**src/hdl/arith_slice_defines.svh**
```systemverilog
`ifndef ARITH_SLICE_DEFINES_SVH
`define ARITH_SLICE_DEFINES_SVH
`define ELEM_COUNT      10
`define OFS_CTRL        8'h00
`define OFS_OPA         8'h04
`define OFS_OPB         8'h08
`define OFS_LOAD        8'h0C
`define OFS_CMD         8'h10
`define OFS_RESULT      8'h14
`define OFS_STATUS      8'h18
`define OFS_PAIRSEL     8'h1C
`define CTRL_ARITH      0
`define CTRL_SUB        1
`define CTRL_ENA_FIRST  2
`define CTRL_ENA_SECOND 3
`define CTRL_SHIFT      4
`define CTRL_COUNTER    5
`define CTRL_CNT_ENA    6
`define CTRL_UP         7
`define CTRL_GCARRY     8
`define CTRL_CHAIN_IN   9
`define CTRL_START_LSB  12
`define CTRL_MASK       32'h0000F3FF
`define CTRL_RESET      32'h0000000C
`define CMD_SCLR        0
`define CMD_SLOAD       1
`define CMD_ACLR        2
`define CMD_APRE        3
`define RES_REG_LSB     16
`endif

```
**src/hdl/arith_slice_pkg.sv**
```systemverilog
package arith_slice_pkg;
  typedef logic [9:0] word_t;
  typedef logic [3:0] start_t;
  typedef enum logic [1:0] {
    TRANS_IDLE   = 2'b00,
    TRANS_BUSY   = 2'b01,
    TRANS_NONSEQ = 2'b10,
    TRANS_SEQ    = 2'b11
  } trans_t;
  typedef enum logic [1:0] {
    BUS_IDLE  = 2'b00,
    BUS_WRITE = 2'b01
  } bus_state_t;
endpackage : arith_slice_pkg

```
**src/hdl/group_ctrl_if.sv**
```systemverilog
`timescale 1ns/1ps
`default_nettype none
interface group_ctrl_if;
  logic arithMode;
  logic subtract;
  logic shiftMode;
  logic counterMode;
  logic countEnable;
  logic groupCarry;
  logic syncClear;
  logic syncLoad;
  logic asyncClear;
  logic asyncPreset;
  logic enaFirst;
  logic enaSecond;
  modport group (output arithMode, subtract, shiftMode, counterMode, countEnable, groupCarry,
                 syncClear, syncLoad, asyncClear, asyncPreset, enaFirst, enaSecond);
  modport element (input arithMode, subtract, shiftMode, counterMode, countEnable, groupCarry,
                   syncClear, syncLoad, asyncClear, asyncPreset, enaFirst, enaSecond);
endinterface : group_ctrl_if
`default_nettype wire

```
**src/hdl/arith_slice_carry_select.sv**
```systemverilog
`timescale 1ns/1ps
`default_nettype none
`include "arith_slice_defines.svh"
module arith_slice_carry_select
  import arith_slice_pkg::*;
(
  input  wire logic        ref_clk,
  input  wire logic        rst_n,
  input  wire logic        hsel,
  input  wire logic [31:0] haddr,
  input  wire logic [1:0]  htrans,
  input  wire logic        hwrite,
  input  wire logic [2:0]  hsize,
  input  wire logic [31:0] hwdata,
  input  wire logic        hready,
  output logic             hreadyout,
  output logic             hresp,
  output logic [31:0]      hrdata
);
  ////////////////////////////////////////////////////////////////////////////
  function automatic logic inRange(input start_t start, input int idx);
    inRange = (int'(start) <= idx);
  endfunction : inRange

  function automatic logic isStart(input start_t start, input int idx);
    isStart = (int'(start) == idx);
  endfunction : isStart

  ////////////////////////////////////////////////////////////////////////////
  logic [31:0] ctrl_q;
  logic [31:0] ctrl_d;
  word_t       opA_q;
  word_t       opA_d;
  word_t       opB_q;
  word_t       opB_d;
  word_t       load_q;
  word_t       load_d;
  word_t       pairSel_q;
  word_t       pairSel_d;
  logic [3:0]  cmd_q;
  logic [3:0]  cmd_d;
  bus_state_t  bus_q;
  bus_state_t  bus_d;
  logic [7:0]  wrAddr_q;
  logic [31:0] hrdata_d;

  word_t       lutOut;
  word_t       regQ;
  word_t       zeroOut;
  word_t       oneOut;
  word_t       chainIn;
  word_t       bIn;

  ////////////////////////////////////////////////////////////////////////////
  wire         accept     = hsel & hready & (trans_t'(htrans) == TRANS_NONSEQ || trans_t'(htrans) == TRANS_SEQ);
  wire         readTake   = accept & ~hwrite;
  wire         writeTake  = accept & hwrite;
  wire [7:0]   rdAddr     = haddr[7:0];
  wire         addrHigh   = |haddr[31:8];
  wire         inWrite    = (bus_q == BUS_WRITE);
  wire         wrCtrl     = inWrite & (wrAddr_q == `OFS_CTRL);
  wire         wrOpA      = inWrite & (wrAddr_q == `OFS_OPA);
  wire         wrOpB      = inWrite & (wrAddr_q == `OFS_OPB);
  wire         wrLoad     = inWrite & (wrAddr_q == `OFS_LOAD);
  wire         wrCmd      = inWrite & (wrAddr_q == `OFS_CMD);
  wire         wrPair     = inWrite & (wrAddr_q == `OFS_PAIRSEL);

  wire         arithMode  = ctrl_q[`CTRL_ARITH];
  wire         subBit     = ctrl_q[`CTRL_SUB];
  wire         counterOn  = ctrl_q[`CTRL_COUNTER];
  wire         countUp    = ctrl_q[`CTRL_UP];
  wire         groupCarry = ctrl_q[`CTRL_GCARRY];
  wire start_t chainStart = ctrl_q[`CTRL_START_LSB +: 4];
  wire         subtract   = arithMode & (counterOn ? ~countUp : subBit);
  wire         lastZero   = zeroOut[`ELEM_COUNT-1];
  wire         lastOne    = oneOut[`ELEM_COUNT-1];
  wire         carryOut   = (subtract | groupCarry) ? lastOne : lastZero;
  wire [31:0]  resultWord = {6'h00, regQ, 6'h00, lutOut};
  wire [31:0]  statusWord = {30'h00000000, regQ[`ELEM_COUNT-1], carryOut};

  ////////////////////////////////////////////////////////////////////////////
  group_ctrl_if ctl ();

  assign ctl.arithMode   = arithMode;
  assign ctl.subtract    = subtract;
  assign ctl.shiftMode   = ctrl_q[`CTRL_SHIFT];
  assign ctl.counterMode = counterOn;
  assign ctl.countEnable = ctrl_q[`CTRL_CNT_ENA];
  assign ctl.groupCarry  = groupCarry;
  assign ctl.syncClear   = cmd_q[`CMD_SCLR];
  assign ctl.syncLoad    = cmd_q[`CMD_SLOAD];
  assign ctl.asyncClear  = cmd_q[`CMD_ACLR];
  assign ctl.asyncPreset = cmd_q[`CMD_APRE];
  assign ctl.enaFirst    = ctrl_q[`CTRL_ENA_FIRST];
  assign ctl.enaSecond   = ctrl_q[`CTRL_ENA_SECOND];

  ////////////////////////////////////////////////////////////////////////////
  // A counter adds one (two with the group carry set) or subtracts one at the chain start, its other B bits are zero.
  genvar gi;
  generate
    for (gi = 0; gi < `ELEM_COUNT; gi = gi + 1) begin : gElem
      wire zeroPrev;
      wire onePrev;
      if (gi == 0) begin : gFirst
        assign zeroPrev    = 1'b0;
        assign onePrev     = 1'b1;
        assign chainIn[gi] = ctrl_q[`CTRL_CHAIN_IN];
      end else begin : gRest
        assign zeroPrev    = zeroOut[gi-1];
        assign onePrev     = oneOut[gi-1];
        assign chainIn[gi] = regQ[gi-1];
      end
      assign bIn[gi] = (arithMode & counterOn) ? isStart(chainStart, gi) : opB_q[gi];
      logic_element uElem (
        .ref_clk             (ref_clk),
        .rst_n               (rst_n),
        .ctl                 (ctl),
        .inChain             (inRange(chainStart, gi)),
        .chainFirst          (isStart(chainStart, gi)),
        .pairSel             (pairSel_q[gi]),
        .operand_a_in        (opA_q[gi]),
        .operand_b_in        (bIn[gi]),
        .loadBit             (load_q[gi]),
        .carry_zero_path_in  (zeroPrev),
        .carry_one_path_in   (onePrev),
        .regChainIn          (chainIn[gi]),
        .lutOut              (lutOut[gi]),
        .carry_zero_path_out (zeroOut[gi]),
        .carry_one_path_out  (oneOut[gi]),
        .regQ                (regQ[gi])
      );
    end
  endgenerate

  ////////////////////////////////////////////////////////////////////////////
  always_comb begin
    bus_d = BUS_IDLE;
    case (bus_q)
      BUS_IDLE:  bus_d = writeTake ? BUS_WRITE : BUS_IDLE;
      BUS_WRITE: bus_d = writeTake ? BUS_WRITE : BUS_IDLE;
      default:   bus_d = BUS_IDLE;
    endcase
  end

  assign ctrl_d    = wrCtrl ? (hwdata & `CTRL_MASK) : ctrl_q;
  assign opA_d     = wrOpA ? hwdata[9:0] : opA_q;
  assign opB_d     = wrOpB ? hwdata[9:0] : opB_q;
  assign load_d    = wrLoad ? hwdata[9:0] : load_q;
  assign pairSel_d = wrPair ? hwdata[9:0] : pairSel_q;
  assign cmd_d     = wrCmd ? hwdata[3:0] : 4'h0;

  always_comb begin
    hrdata_d = 32'h00000000;
    if (readTake && !addrHigh) begin
      case (rdAddr)
        `OFS_CTRL:    hrdata_d = ctrl_q;
        `OFS_OPA:     hrdata_d = {22'h000000, opA_q};
        `OFS_OPB:     hrdata_d = {22'h000000, opB_q};
        `OFS_LOAD:    hrdata_d = {22'h000000, load_q};
        `OFS_RESULT:  hrdata_d = resultWord;
        `OFS_STATUS:  hrdata_d = statusWord;
        `OFS_PAIRSEL: hrdata_d = {22'h000000, pairSel_q};
        default:      hrdata_d = 32'h00000000;
      endcase
    end
  end

  always_ff @(posedge ref_clk) begin
    if (!rst_n) begin
      ctrl_q    <= `CTRL_RESET;
      opA_q     <= 10'h000;
      opB_q     <= 10'h000;
      load_q    <= 10'h000;
      pairSel_q <= 10'h000;
      cmd_q     <= 4'h0;
    end else begin
      ctrl_q    <= ctrl_d;
      opA_q     <= opA_d;
      opB_q     <= opB_d;
      load_q    <= load_d;
      pairSel_q <= pairSel_d;
      cmd_q     <= cmd_d;
    end
  end

  always_ff @(posedge ref_clk) begin
    if (!rst_n) begin
      bus_q     <= BUS_IDLE;
      wrAddr_q  <= 8'h00;
      hrdata    <= 32'h00000000;
      hreadyout <= 1'b0;
      hresp     <= 1'b0;
    end else begin
      bus_q     <= bus_d;
      wrAddr_q  <= (writeTake && !addrHigh) ? haddr[7:0] : (writeTake ? 8'hFF : wrAddr_q);
      hrdata    <= hrdata_d;
      hreadyout <= 1'b1;
      hresp     <= 1'b0;
    end
  end

  ////////////////////////////////////////////////////////////////////////////
  // Checks on the datapath and the bus; plainArith covers the chain starting at the lowest element.
  wire plainArith = arithMode & ~counterOn & (chainStart == 4'h0);
  wire [10:0] addRef = {1'b0, opA_q} + {1'b0, opB_q} + {10'h000, groupCarry};
  wire [10:0] subRef = {1'b0, opA_q} + {1'b0, ~opB_q} + 11'h001;
  wire noCmd = (cmd_q == 4'h0);
  wire bothEna = ctrl_q[`CTRL_ENA_FIRST] & ctrl_q[`CTRL_ENA_SECOND];
  wire [4:0] upRef = {1'b0, opA_q[9:6]} + {1'b0, opB_q[9:6]} + 5'h01;
endmodule : arith_slice_carry_select
`default_nettype wire

```
**src/hdl/logic_element.sv**
```systemverilog
`timescale 1ns/1ps
`default_nettype none
module logic_element
  import arith_slice_pkg::*;
(
  input  wire logic   ref_clk,
  input  wire logic   rst_n,
  group_ctrl_if.element ctl,
  input  wire logic   inChain,
  input  wire logic   chainFirst,
  input  wire logic   pairSel,
  input  wire logic   operand_a_in,
  input  wire logic   operand_b_in,
  input  wire logic   loadBit,
  input  wire logic   carry_zero_path_in,
  input  wire logic   carry_one_path_in,
  input  wire logic   regChainIn,
  output wire logic   lutOut,
  output wire logic   carry_zero_path_out,
  output wire logic   carry_one_path_out,
  output logic        regQ
);
  function automatic logic pick(input logic sel, input logic ifOne, input logic ifZero);
    pick = sel ? ifOne : ifZero;
  endfunction : pick

  logic regD;
  wire arith     = ctl.arithMode & inChain;
  wire opA       = (arith & ctl.counterMode) ? regQ : operand_a_in;
  wire condB     = operand_b_in ^ (arith & ctl.subtract);
  wire genZero   = opA & condB;
  wire genOne    = opA | condB;
  wire zeroIn    = chainFirst ? 1'b0 : carry_zero_path_in;
  wire oneIn     = chainFirst ? 1'b1 : carry_one_path_in;
  wire carrySel  = ctl.subtract | ctl.groupCarry;
  wire carryIn   = pick(carrySel, oneIn, zeroIn);
  wire clkOn     = pick(pairSel, ctl.enaSecond, ctl.enaFirst);
  wire countHold = arith & ctl.counterMode & ~ctl.countEnable;

  assign carry_zero_path_out = pick(zeroIn, genOne, genZero);
  assign carry_one_path_out  = pick(oneIn, genOne, genZero);
  assign lutOut = arith ? (opA ^ condB ^ carryIn) : (operand_a_in ^ operand_b_in);

  // Preset loads the load bit, so a tied-high load bit gives a plain preset.
  always_comb begin
    regD = regQ;
    if (ctl.asyncClear) regD = 1'b0;
    else if (ctl.asyncPreset) regD = loadBit;
    else if (clkOn) begin
      if (ctl.syncClear) regD = 1'b0;
      else if (ctl.syncLoad) regD = loadBit;
      else if (ctl.shiftMode) regD = regChainIn;
      else if (!countHold) regD = lutOut;
    end
  end

  always_ff @(posedge ref_clk) begin
    if (!rst_n) regQ <= 1'b0;
    else regQ <= regD;
  end
endmodule : logic_element
`default_nettype wire

```
**config.mk**
```make
export PLATFORM = sky130hd
export DESIGN_NAME = arith_slice_carry_select
export DESIGN_NICKNAME = d
export VERILOG_FILES = /design/src/hdl/arith_slice_pkg.sv /design/src/hdl/group_ctrl_if.sv /design/src/hdl/arith_slice_carry_select.sv /design/src/hdl/logic_element.sv
export VERILOG_INCLUDE_DIRS = /design/src /design/src/hdl
export SDC_FILE = /design/constraint.sdc
export NUM_CORES = 1
export LEC_CHECK = 0
export BUFFER_PORTS_ARGS = -buffer_cell sky130_fd_sc_hd__buf_2
export CORE_UTILIZATION = 57
export DETAILED_ROUTE_END_ITERATION = 16
export PLACE_DENSITY = 0.89
export SLEW_MARGIN = 20
export SYNTH_ARGS = -nofsm -noshare
export SYNTH_HDL_FRONTEND = slang
export SYNTH_SLANG_ARGS = --single-unit
```
**constraint.sdc**
```tcl
create_clock -name ref_clk -period 6.38 [get_ports ref_clk]
set_input_delay 0.957 -clock ref_clk [delete_from_list [all_inputs] [get_ports ref_clk]]
set_output_delay 0.957 -clock ref_clk [all_outputs]
set_load 0.1 [all_outputs]
```
; ---- After elaboration in Yosys (flattened, before gate mapping)
; Index checks and enable logic that the tools add are counted.
[classes]
n_addsub = 0
multipliers = 0
n_div = 0
magnitude_cmp = 10
n_eq_ne = 33
n_shift = 0
n_mux = 153
bitwise = 117
reduce_logical = 35
[op_table]
columns = cell, n
row1 = 26-bit case mux with 7 select lines, 1
row2 = 1-bit two-way mux, 150
row3 = 1-bit bitwise AND, 62
row4 = 5-bit != test (second input constant), 10
row5 = 8-bit by 5-bit == test with 1-bit output (second input constant), 5
row6 = 1-bit bitwise XOR, 40
row7 = 8-bit by 4-bit == test with 1-bit output (second input constant), 4
row8 = 2-bit AND reduction, 13
row9 = 4-bit == test (second input constant), 6
row10 = 24-bit OR reduction, 1
row11 = 2-bit nonzero test, 11
row12 = 8-bit by 3-bit == test with 1-bit output (second input constant), 2
row13 = 4-bit by 3-bit <= comparator with 1-bit output (second input constant), 4
row14 = 8-bit logical NOT, 2
row15 = 8-bit two-way mux, 2
row16 = 1-bit OR, 11
row17 = 4-bit by 3-bit == test with 1-bit output (second input constant), 2
row18 = 4-bit by 1-bit <= comparator with 1-bit output (second input constant), 2
row19 = 4-bit by 2-bit <= comparator with 1-bit output (second input constant), 2
row20 = 4-bit <= comparator (second input constant), 2
row21 = 2-bit == test (second input constant), 2
row22 = 4-bit by 2-bit == test with 1-bit output (second input constant), 1
row23 = 4-bit logical NOT, 1
row24 = 1-bit NOT, 4
row25 = other kinds (6), 8
[word_totals]
register_bits = 111
latchBits = 0
mem_bits_rw = 0
romBits = 0
output_inout_bits = 34
memories = 0

; ---- Longest topological paths before layout
[depth]
ltp_word = 32
mapped_depth = 23

; ---- Cells and area by module
; Synthesis repeated with hierarchy kept, for this count alone.
[hier_totals]
hier_cells = 812
area_unflattened_um2 = 6810.3
[modules_own_cells]
columns = mod, instances, cells_per_inst, area_each_um2
row1 = arith_slice_carry_select, 1, 431, 4022.6
row2 = logic_element (gElem[1].uElem ...), 9, 38, 279.0
row3 = logic_element (gElem[0].uElem), 1, 39, 276.5

; ---- Worst setup path before layout
; OpenSTA, ideal clock, no wires.
[synth_timing]
kind = register to register
start = reg ctrl_q[15]
end = reg gElem[9].uElem.regQ
setup_time_ns = 0.120
t_arrival_ns = 5.151
required_time_ns = 6.260
slack_ns = 1.110
path_stages_with_launch = 24
n_path_buf = 3
period_less_slack_ns = 5.270
path_cell_list = dfxtp_1 > clkbuf_1 > clkbuf_1 > nand2b_1 > nor2_1 > and2_1 > clkbuf_1 > nand2_1 > xor2_1 > o22ai_1 > inv_1 > ha_1 > o311ai_1 > o211a_1 > nand4_1 > and3_4 > or4_4 > and2_4 > a2111o_1 > a41o_1 > a2111o_1 > xor2_1 > a2111o_1 > o2bb2ai_1
[synth_between]
elab_chain_cells = 31
[synth_rtl]
columns = item, line_no
row1 = start: declaration, arith_slice_carry_select.sv:30  ; logic [31:0] ctrl_q;
row2 = start signal: assignment, arith_slice_carry_select.sv:170  ; ctrl_q <= `CTRL_RESET;
row3 = start signal: assignment, arith_slice_carry_select.sv:177  ; ctrl_q <= ctrl_d;
row4 = 4-bit by 1-bit <= comparator with 1-bit output, arith_slice_carry_select.sv:22  ; inRange = (int'(start) <= idx);
row5 = 1-bit bitwise AND, logic_element.sv:28  ; wire arith = ctl.arithMode & inChain;
row6 = "1-bit bitwise AND, on equally long branches", "logic_element.sv:29, logic_element.sv:30"
row7 = 1-bit two-way mux or 1-bit bitwise XOR (tied branches), "logic_element.sv:29, logic_element.sv:30"
row8 = 1-bit bitwise AND or 1-bit OR (tied branches), "logic_element.sv:31, logic_element.sv:32"
row9 = "1-bit two-way mux, on equally long branches", "logic_element.sv:33, logic_element.sv:34"
row10 = 1-bit two-way mux, logic_element.sv:24  ; pick = sel ? ifOne : ifZero;
row11 = "1-bit two-way mux, on equally long branches", "logic_element.sv:33, logic_element.sv:34"
row12 = (+15 left out), n/a
row13 = 1-bit bitwise XOR, logic_element.sv:42  ; assign lutOut = arith ? (opA ^ condB ^ carryIn) : (operand_a_in ^ operand_b_in);
row14 = 1-bit two-way mux, logic_element.sv:42
row15 = 1-bit two-way mux, logic_element.sv:53  ; else if (!countHold) regD = lutOut;
row16 = 1-bit two-way mux, logic_element.sv:52  ; else if (ctl.shiftMode) regD = regChainIn;
row17 = 1-bit two-way mux, logic_element.sv:51  ; else if (ctl.syncLoad) regD = loadBit;
row18 = 1-bit two-way mux, logic_element.sv:50  ; if (ctl.syncClear) regD = 1'b0;
row19 = 1-bit two-way mux, logic_element.sv:49  ; else if (clkOn) begin
row20 = 1-bit two-way mux, logic_element.sv:48  ; else if (ctl.asyncPreset) regD = loadBit;
row21 = end signal: assignment, logic_element.sv:59  ; else regQ <= regD;
row22 = end: declaration, logic_element.sv:21  ; output logic regQ
; Several ways; a longest one is shown, not always the timed one. The select of a mux whose other input is x is not followed.
; A chain may end at the register's enable or synchronous reset.

; ---- Worst setup path in the final report
[layout_timing]
start = reg ctrl_q[0]
end = reg gElem[9].uElem.regQ
[layout_between]
elab_chain_cells = 30
[layout_rtl]
columns = item, line_no
row1 = "1-bit bitwise AND, on equally long branches", "logic_element.sv:28, arith_slice_carry_select.sv:74, arith_slice_carry_select.sv:113"
row2 = 1-bit bitwise AND (tied with other cells), logic_element.sv:29  ; wire opA = (arith & ctl.counterMode) ? regQ : operand_a_in;
row3 = 1-bit two-way mux or 1-bit bitwise XOR (tied branches), "logic_element.sv:29, logic_element.sv:30"
row4 = 1-bit bitwise AND or 1-bit OR (tied branches), "logic_element.sv:31, logic_element.sv:32"
row5 = "1-bit two-way mux, on equally long branches", "logic_element.sv:33, logic_element.sv:34"
row6 = 1-bit two-way mux, logic_element.sv:24
row7 = "1-bit two-way mux, on equally long branches", "logic_element.sv:33, logic_element.sv:34"
row8 = 1-bit two-way mux, logic_element.sv:24
row9 = (+14 left out), n/a
row10 = 1-bit bitwise XOR, logic_element.sv:42
row11 = 1-bit two-way mux, logic_element.sv:42
row12 = 1-bit two-way mux, logic_element.sv:53
row13 = 1-bit two-way mux, logic_element.sv:52
row14 = 1-bit two-way mux, logic_element.sv:51
row15 = 1-bit two-way mux, logic_element.sv:50
row16 = 1-bit two-way mux, logic_element.sv:49
row17 = 1-bit two-way mux, logic_element.sv:48
; Several ways; a longest one is shown, not always the timed one. The select of a mux whose other input is x is not followed.

==> results.json <==
{
  "synth_area_leaders": "dfxtp_1 32%, mux2i_1 8.4%, nor2_1 6.4%",
  "period_minus_slack_ns": 5.60,
  "fmax_mhz": 178,
  "fin_nets": 972,
  "critical_path_class": "flip-flop to flip-flop",
  "start_kind": "flip-flop",
  "end_kind": "flip-flop",
  "yosysWarnings": 0,
  "dieWidth_um": 108,
  "cp_top_family": "compound AO/OA/AOI/OAI gates",
  "via_per_inst": 6.22,
  "power_leakage_uw": 0.00297,
  "setup_viol_count_final": 0,
  "ys_seq_area_share_pct": 31.8,
  "htreeDepth": 3,
  "maxCapViolCount": 0,
  "multi_input_area_mm2": 0.00406,
  "cp.depth": 20,
  "critPathMostFrequentCell": "a2111o_1",
  "synth_edf_count": 0,
  "syn_inst": 825,
  "antenna_found_initial": 0,
  "synth_cell_types": 73,
  "startpoint": "ctrl_q[0]$_SDFFE_PN0P_",
  "cts_tree": "built",
  "r2r-end": "gElem[9].uElem.regQ$_SDFFE_PP0P_",
  "drive_above_1_share_pct": 14.2,
  "crit_chain": "nand2b_1 > nor2_1 > and2_1 > nor3b_1 > o21ai_0 > o211ai_1 > inv_1 > ha_1 > inv_1 > or4_1 > o211ai_2 > a21oi_1 > or4_4 > and2_4 > a2111o_1 > a41o_1 > a2111o_1 > xor2_1 > a2111o_1 > o2bb2ai_1",
  "cts_buffer_depth": 2,
  "cts_hold_buf": 0,
  "drt-wirelength-per-cell_um": 18.1,
  "clock_latency_ns": 0.36,
  "clkSlewWorstSetupHoldPaths_ns": 0.07,
  "cp_num_buf_inv": 2,
  "core-area_mm2": 0.0109,
  "grt_pass1_wl_mm": 29.5,
  "cts_num_sinks": 102,
  "worstPathArrival_ns": 5.83,
  "ys_async_sr_fraction_pct": 0,
  "rsz0062_at_grt": "no",
  "hold_class": "flip-flop to flip-flop",
  "crit_end": "gElem[9].uElem.regQ$_SDFFE_PP0P_",
  "first_pass_iters": 8,
  "ant_nets": 0,
  "r2r_cells": 20,
  "finalPower_uw": 1300,
  "ir_drop_v": 0.000272,
  "hold_start": "ctrl_q[9]$_SDFFE_PN0P_",
  "critical_path.max_fanout": 12,
  "synth_top_area_share_pct": 31.8,
  "yosys.area.top_type": "dfxtp_1",
  "syn2layout_area_growth_pct": 11.8,
  "diodes": 0,
  "ys_ff_latch": 102,
  "period_share_pct": 87.8,
  "die_y_um": 108,
  "io_pins": 108,
  "grt_pass1_vias": 5692,
  "slowest_stage": "dfxtp_1",
  "gp_congestion": 0.992,
  "ys.flop_type": "dfxtp_1",
  "powerDensity_mw_per_mm2": 182,
  "nFillCells": 929,
  "syn_area_mm2": 0.00643,
  "drv_slew": 0,
  "seq_area_mm2": 0.00204,
  "postCtsSetupRepairBufs": 0,
  "timing.rr.start": "ctrl_q[0]$_SDFFE_PN0P_",
  "slowest_delay_ns": 0.63,
  "fp.dieArea_mm2": 0.0117,
  "status": "finished, final reports clean",
  "overflow": 0,
  "grt_max_degree": 64,
  "root_buffer": "clkbuf_16",
  "timing_hold_violations_final": 0,
  "hpwl_mm": 13.8,
  "start_util_pct": 58.8,
  "r2r_slack_ns": 0.78,
  "place.port_buffers": 76,
  "drt_iter0_drc": 755,
  "numCtsBuffers": 9,
  "avgSynthCellArea_um2": 7.79,
  "fin_skew_ns": 0.0137,
  "cp.required_ns": 6.61,
  "finalSetupTns_ns": 0,
  "worst_slew_pin_slew_ns": 1.10,
  "rows": 38,
  "vias": 6362,
  "grt_usage_pct": 32.8,
  "slew_headroom_pct": 26.6,
  "post_cts_resized": 0,
  "drc": 0,
  "wirelength_mm": 18.5
}
[cells in the final DEF, fill, tap and decap left out, types with 7 or more instances in the layout]
cell type and instances:
o21ai_0 23, and2_1 18, nor2_1 109, a21oi_1 65, o211ai_1 13, inv_1 37
nand2_1 92, a211oi_1 10, nor4_1 10, mux2_2 7, nor3_1 13, nor2b_1 8
buf_4 11, dfxtp_1 102, nand3_1 12, xnor2_1 11, buf_2 76, clkbuf_16 9
nand2b_1 14, ha_1 20, a31oi_1 15, o22ai_1 7, conb_1 9, a22oi_1 12
nor3b_1 7, xor2_1 16, mux2i_1 54
[worst min-delay path by stage]
stage                                    end  slack [ns]  cells past startpoint
floorplan              hrdata[22]$_SDFF_PN0_        0.44                      2
global placement    wrAddr_q[7]$_SDFFE_PN0P_        0.46                      2
detailed placement    ctrl_q[9]$_SDFFE_PN0P_        0.47                      2
CTS                   ctrl_q[9]$_SDFFE_PN0P_        0.48                      2
global route          ctrl_q[9]$_SDFFE_PN0P_        0.49                      2
finish                ctrl_q[9]$_SDFFE_PN0P_        0.49                      2
[flip-flops by register name, summed over array words and instances (netlist names)]
register          cells
opB_q                10
wrAddr_q              8
bus_q                 1
hreadyout             1
hrdata               24
opA_q                10
load_q               10
cmd_q                 4
gElem.uElem.regQ     10
pairSel_q            10
ctrl_q               14
[Yosys cell counts (3+ instances only)]
master / count
o22ai_1: 7
o211ai_1: 13
nand3_1: 12
and3_1: 5
mux2i_1: 54
xnor2_1: 11
o22a_1: 4
o211a_1: 4
a41oi_1: 3
nand2b_1: 14
a2111o_1: 3
a221oi_1: 3
a22oi_1: 12
nand2_1: 92
buf_4: 9
a21o_1: 6
or4_1: 4
a31oi_1: 15
or4b_1: 3
nor4_1: 10
nor3b_1: 9
a22o_1: 5
dfxtp_1: 102
nor2_1: 109
nor2b_1: 8
o21ai_0: 23
or3_1: 3
inv_1: 37
nor3_1: 13
a21oi_1: 65
xor2_1: 16
a222oi_1: 5
ha_1: 20
mux2_2: 7
or2_2: 6
and2_1: 18
clkbuf_1: 40
a211oi_1: 10
o311ai_1: 3
[area by class of cell]
cell class / instances / area share, %
Clock buffer: 11 / 3.38
Multi-Input combinational cell: 640 / 56.4
Timing Repair Buffer: 87 / 6.44
Tap cell: 140 / 2.44
Inverter: 38 / 1.99
Sequential cell: 102 / 28.4
Clock inverter: 5 / 0.905
[where the power goes]
part           switching (uW)  total, uW  internal, uW
Clock                     252        571           319
Combinational            61.8       86.0          24.2
Sequential               7.18        648           641
[routing by layer]
| metal | part of all wire (%) | global-route usage [%] |
|---|---|---|
| met5 | 0 | 0 |
| met4 | 2.5 | 11.4 |
| met3 | 11 | 5.30 |
| met2 | 46 | 52.7 |
| met1 | 41 | 44.4 |
[per-stage QoR]
step                      area (um^2)  util [%]  hold WS, ns  cells  setup slack (ns)
final                            7190      65.7        0.486   1023             0.776
after global routing             7190      65.7        0.493   1023             0.285
after CTS                        7180      65.7        0.480   1023             0.840
after detailed placement         6870      62.8        0.470   1007             0.882
after global placement           6870      62.8        0.459   1007             0.990
after floorplan                  6460         -        0.442    833              1.11
[worst min-delay path, cell delays in order, from the launching register on]
cell	delay, ns
dfxtp_1	0.33
nand2_1	0.06
a21oi_1	0.06
[cell families after synthesis]
logic type	count (synthesis)	synth area share (%)
adder cells (fa/ha/maj)	20	3.89
multiplexers	61	9.63
buffers and inverters	91	5.88
other	1	0.0583
flip-flops	102	31.8
AO/OA/AOI/OAI	203	21.3
AND/OR/NAND/NOR	320	23.8
XOR/XNOR	27	3.68
Power figures use the tool's default switching activity.
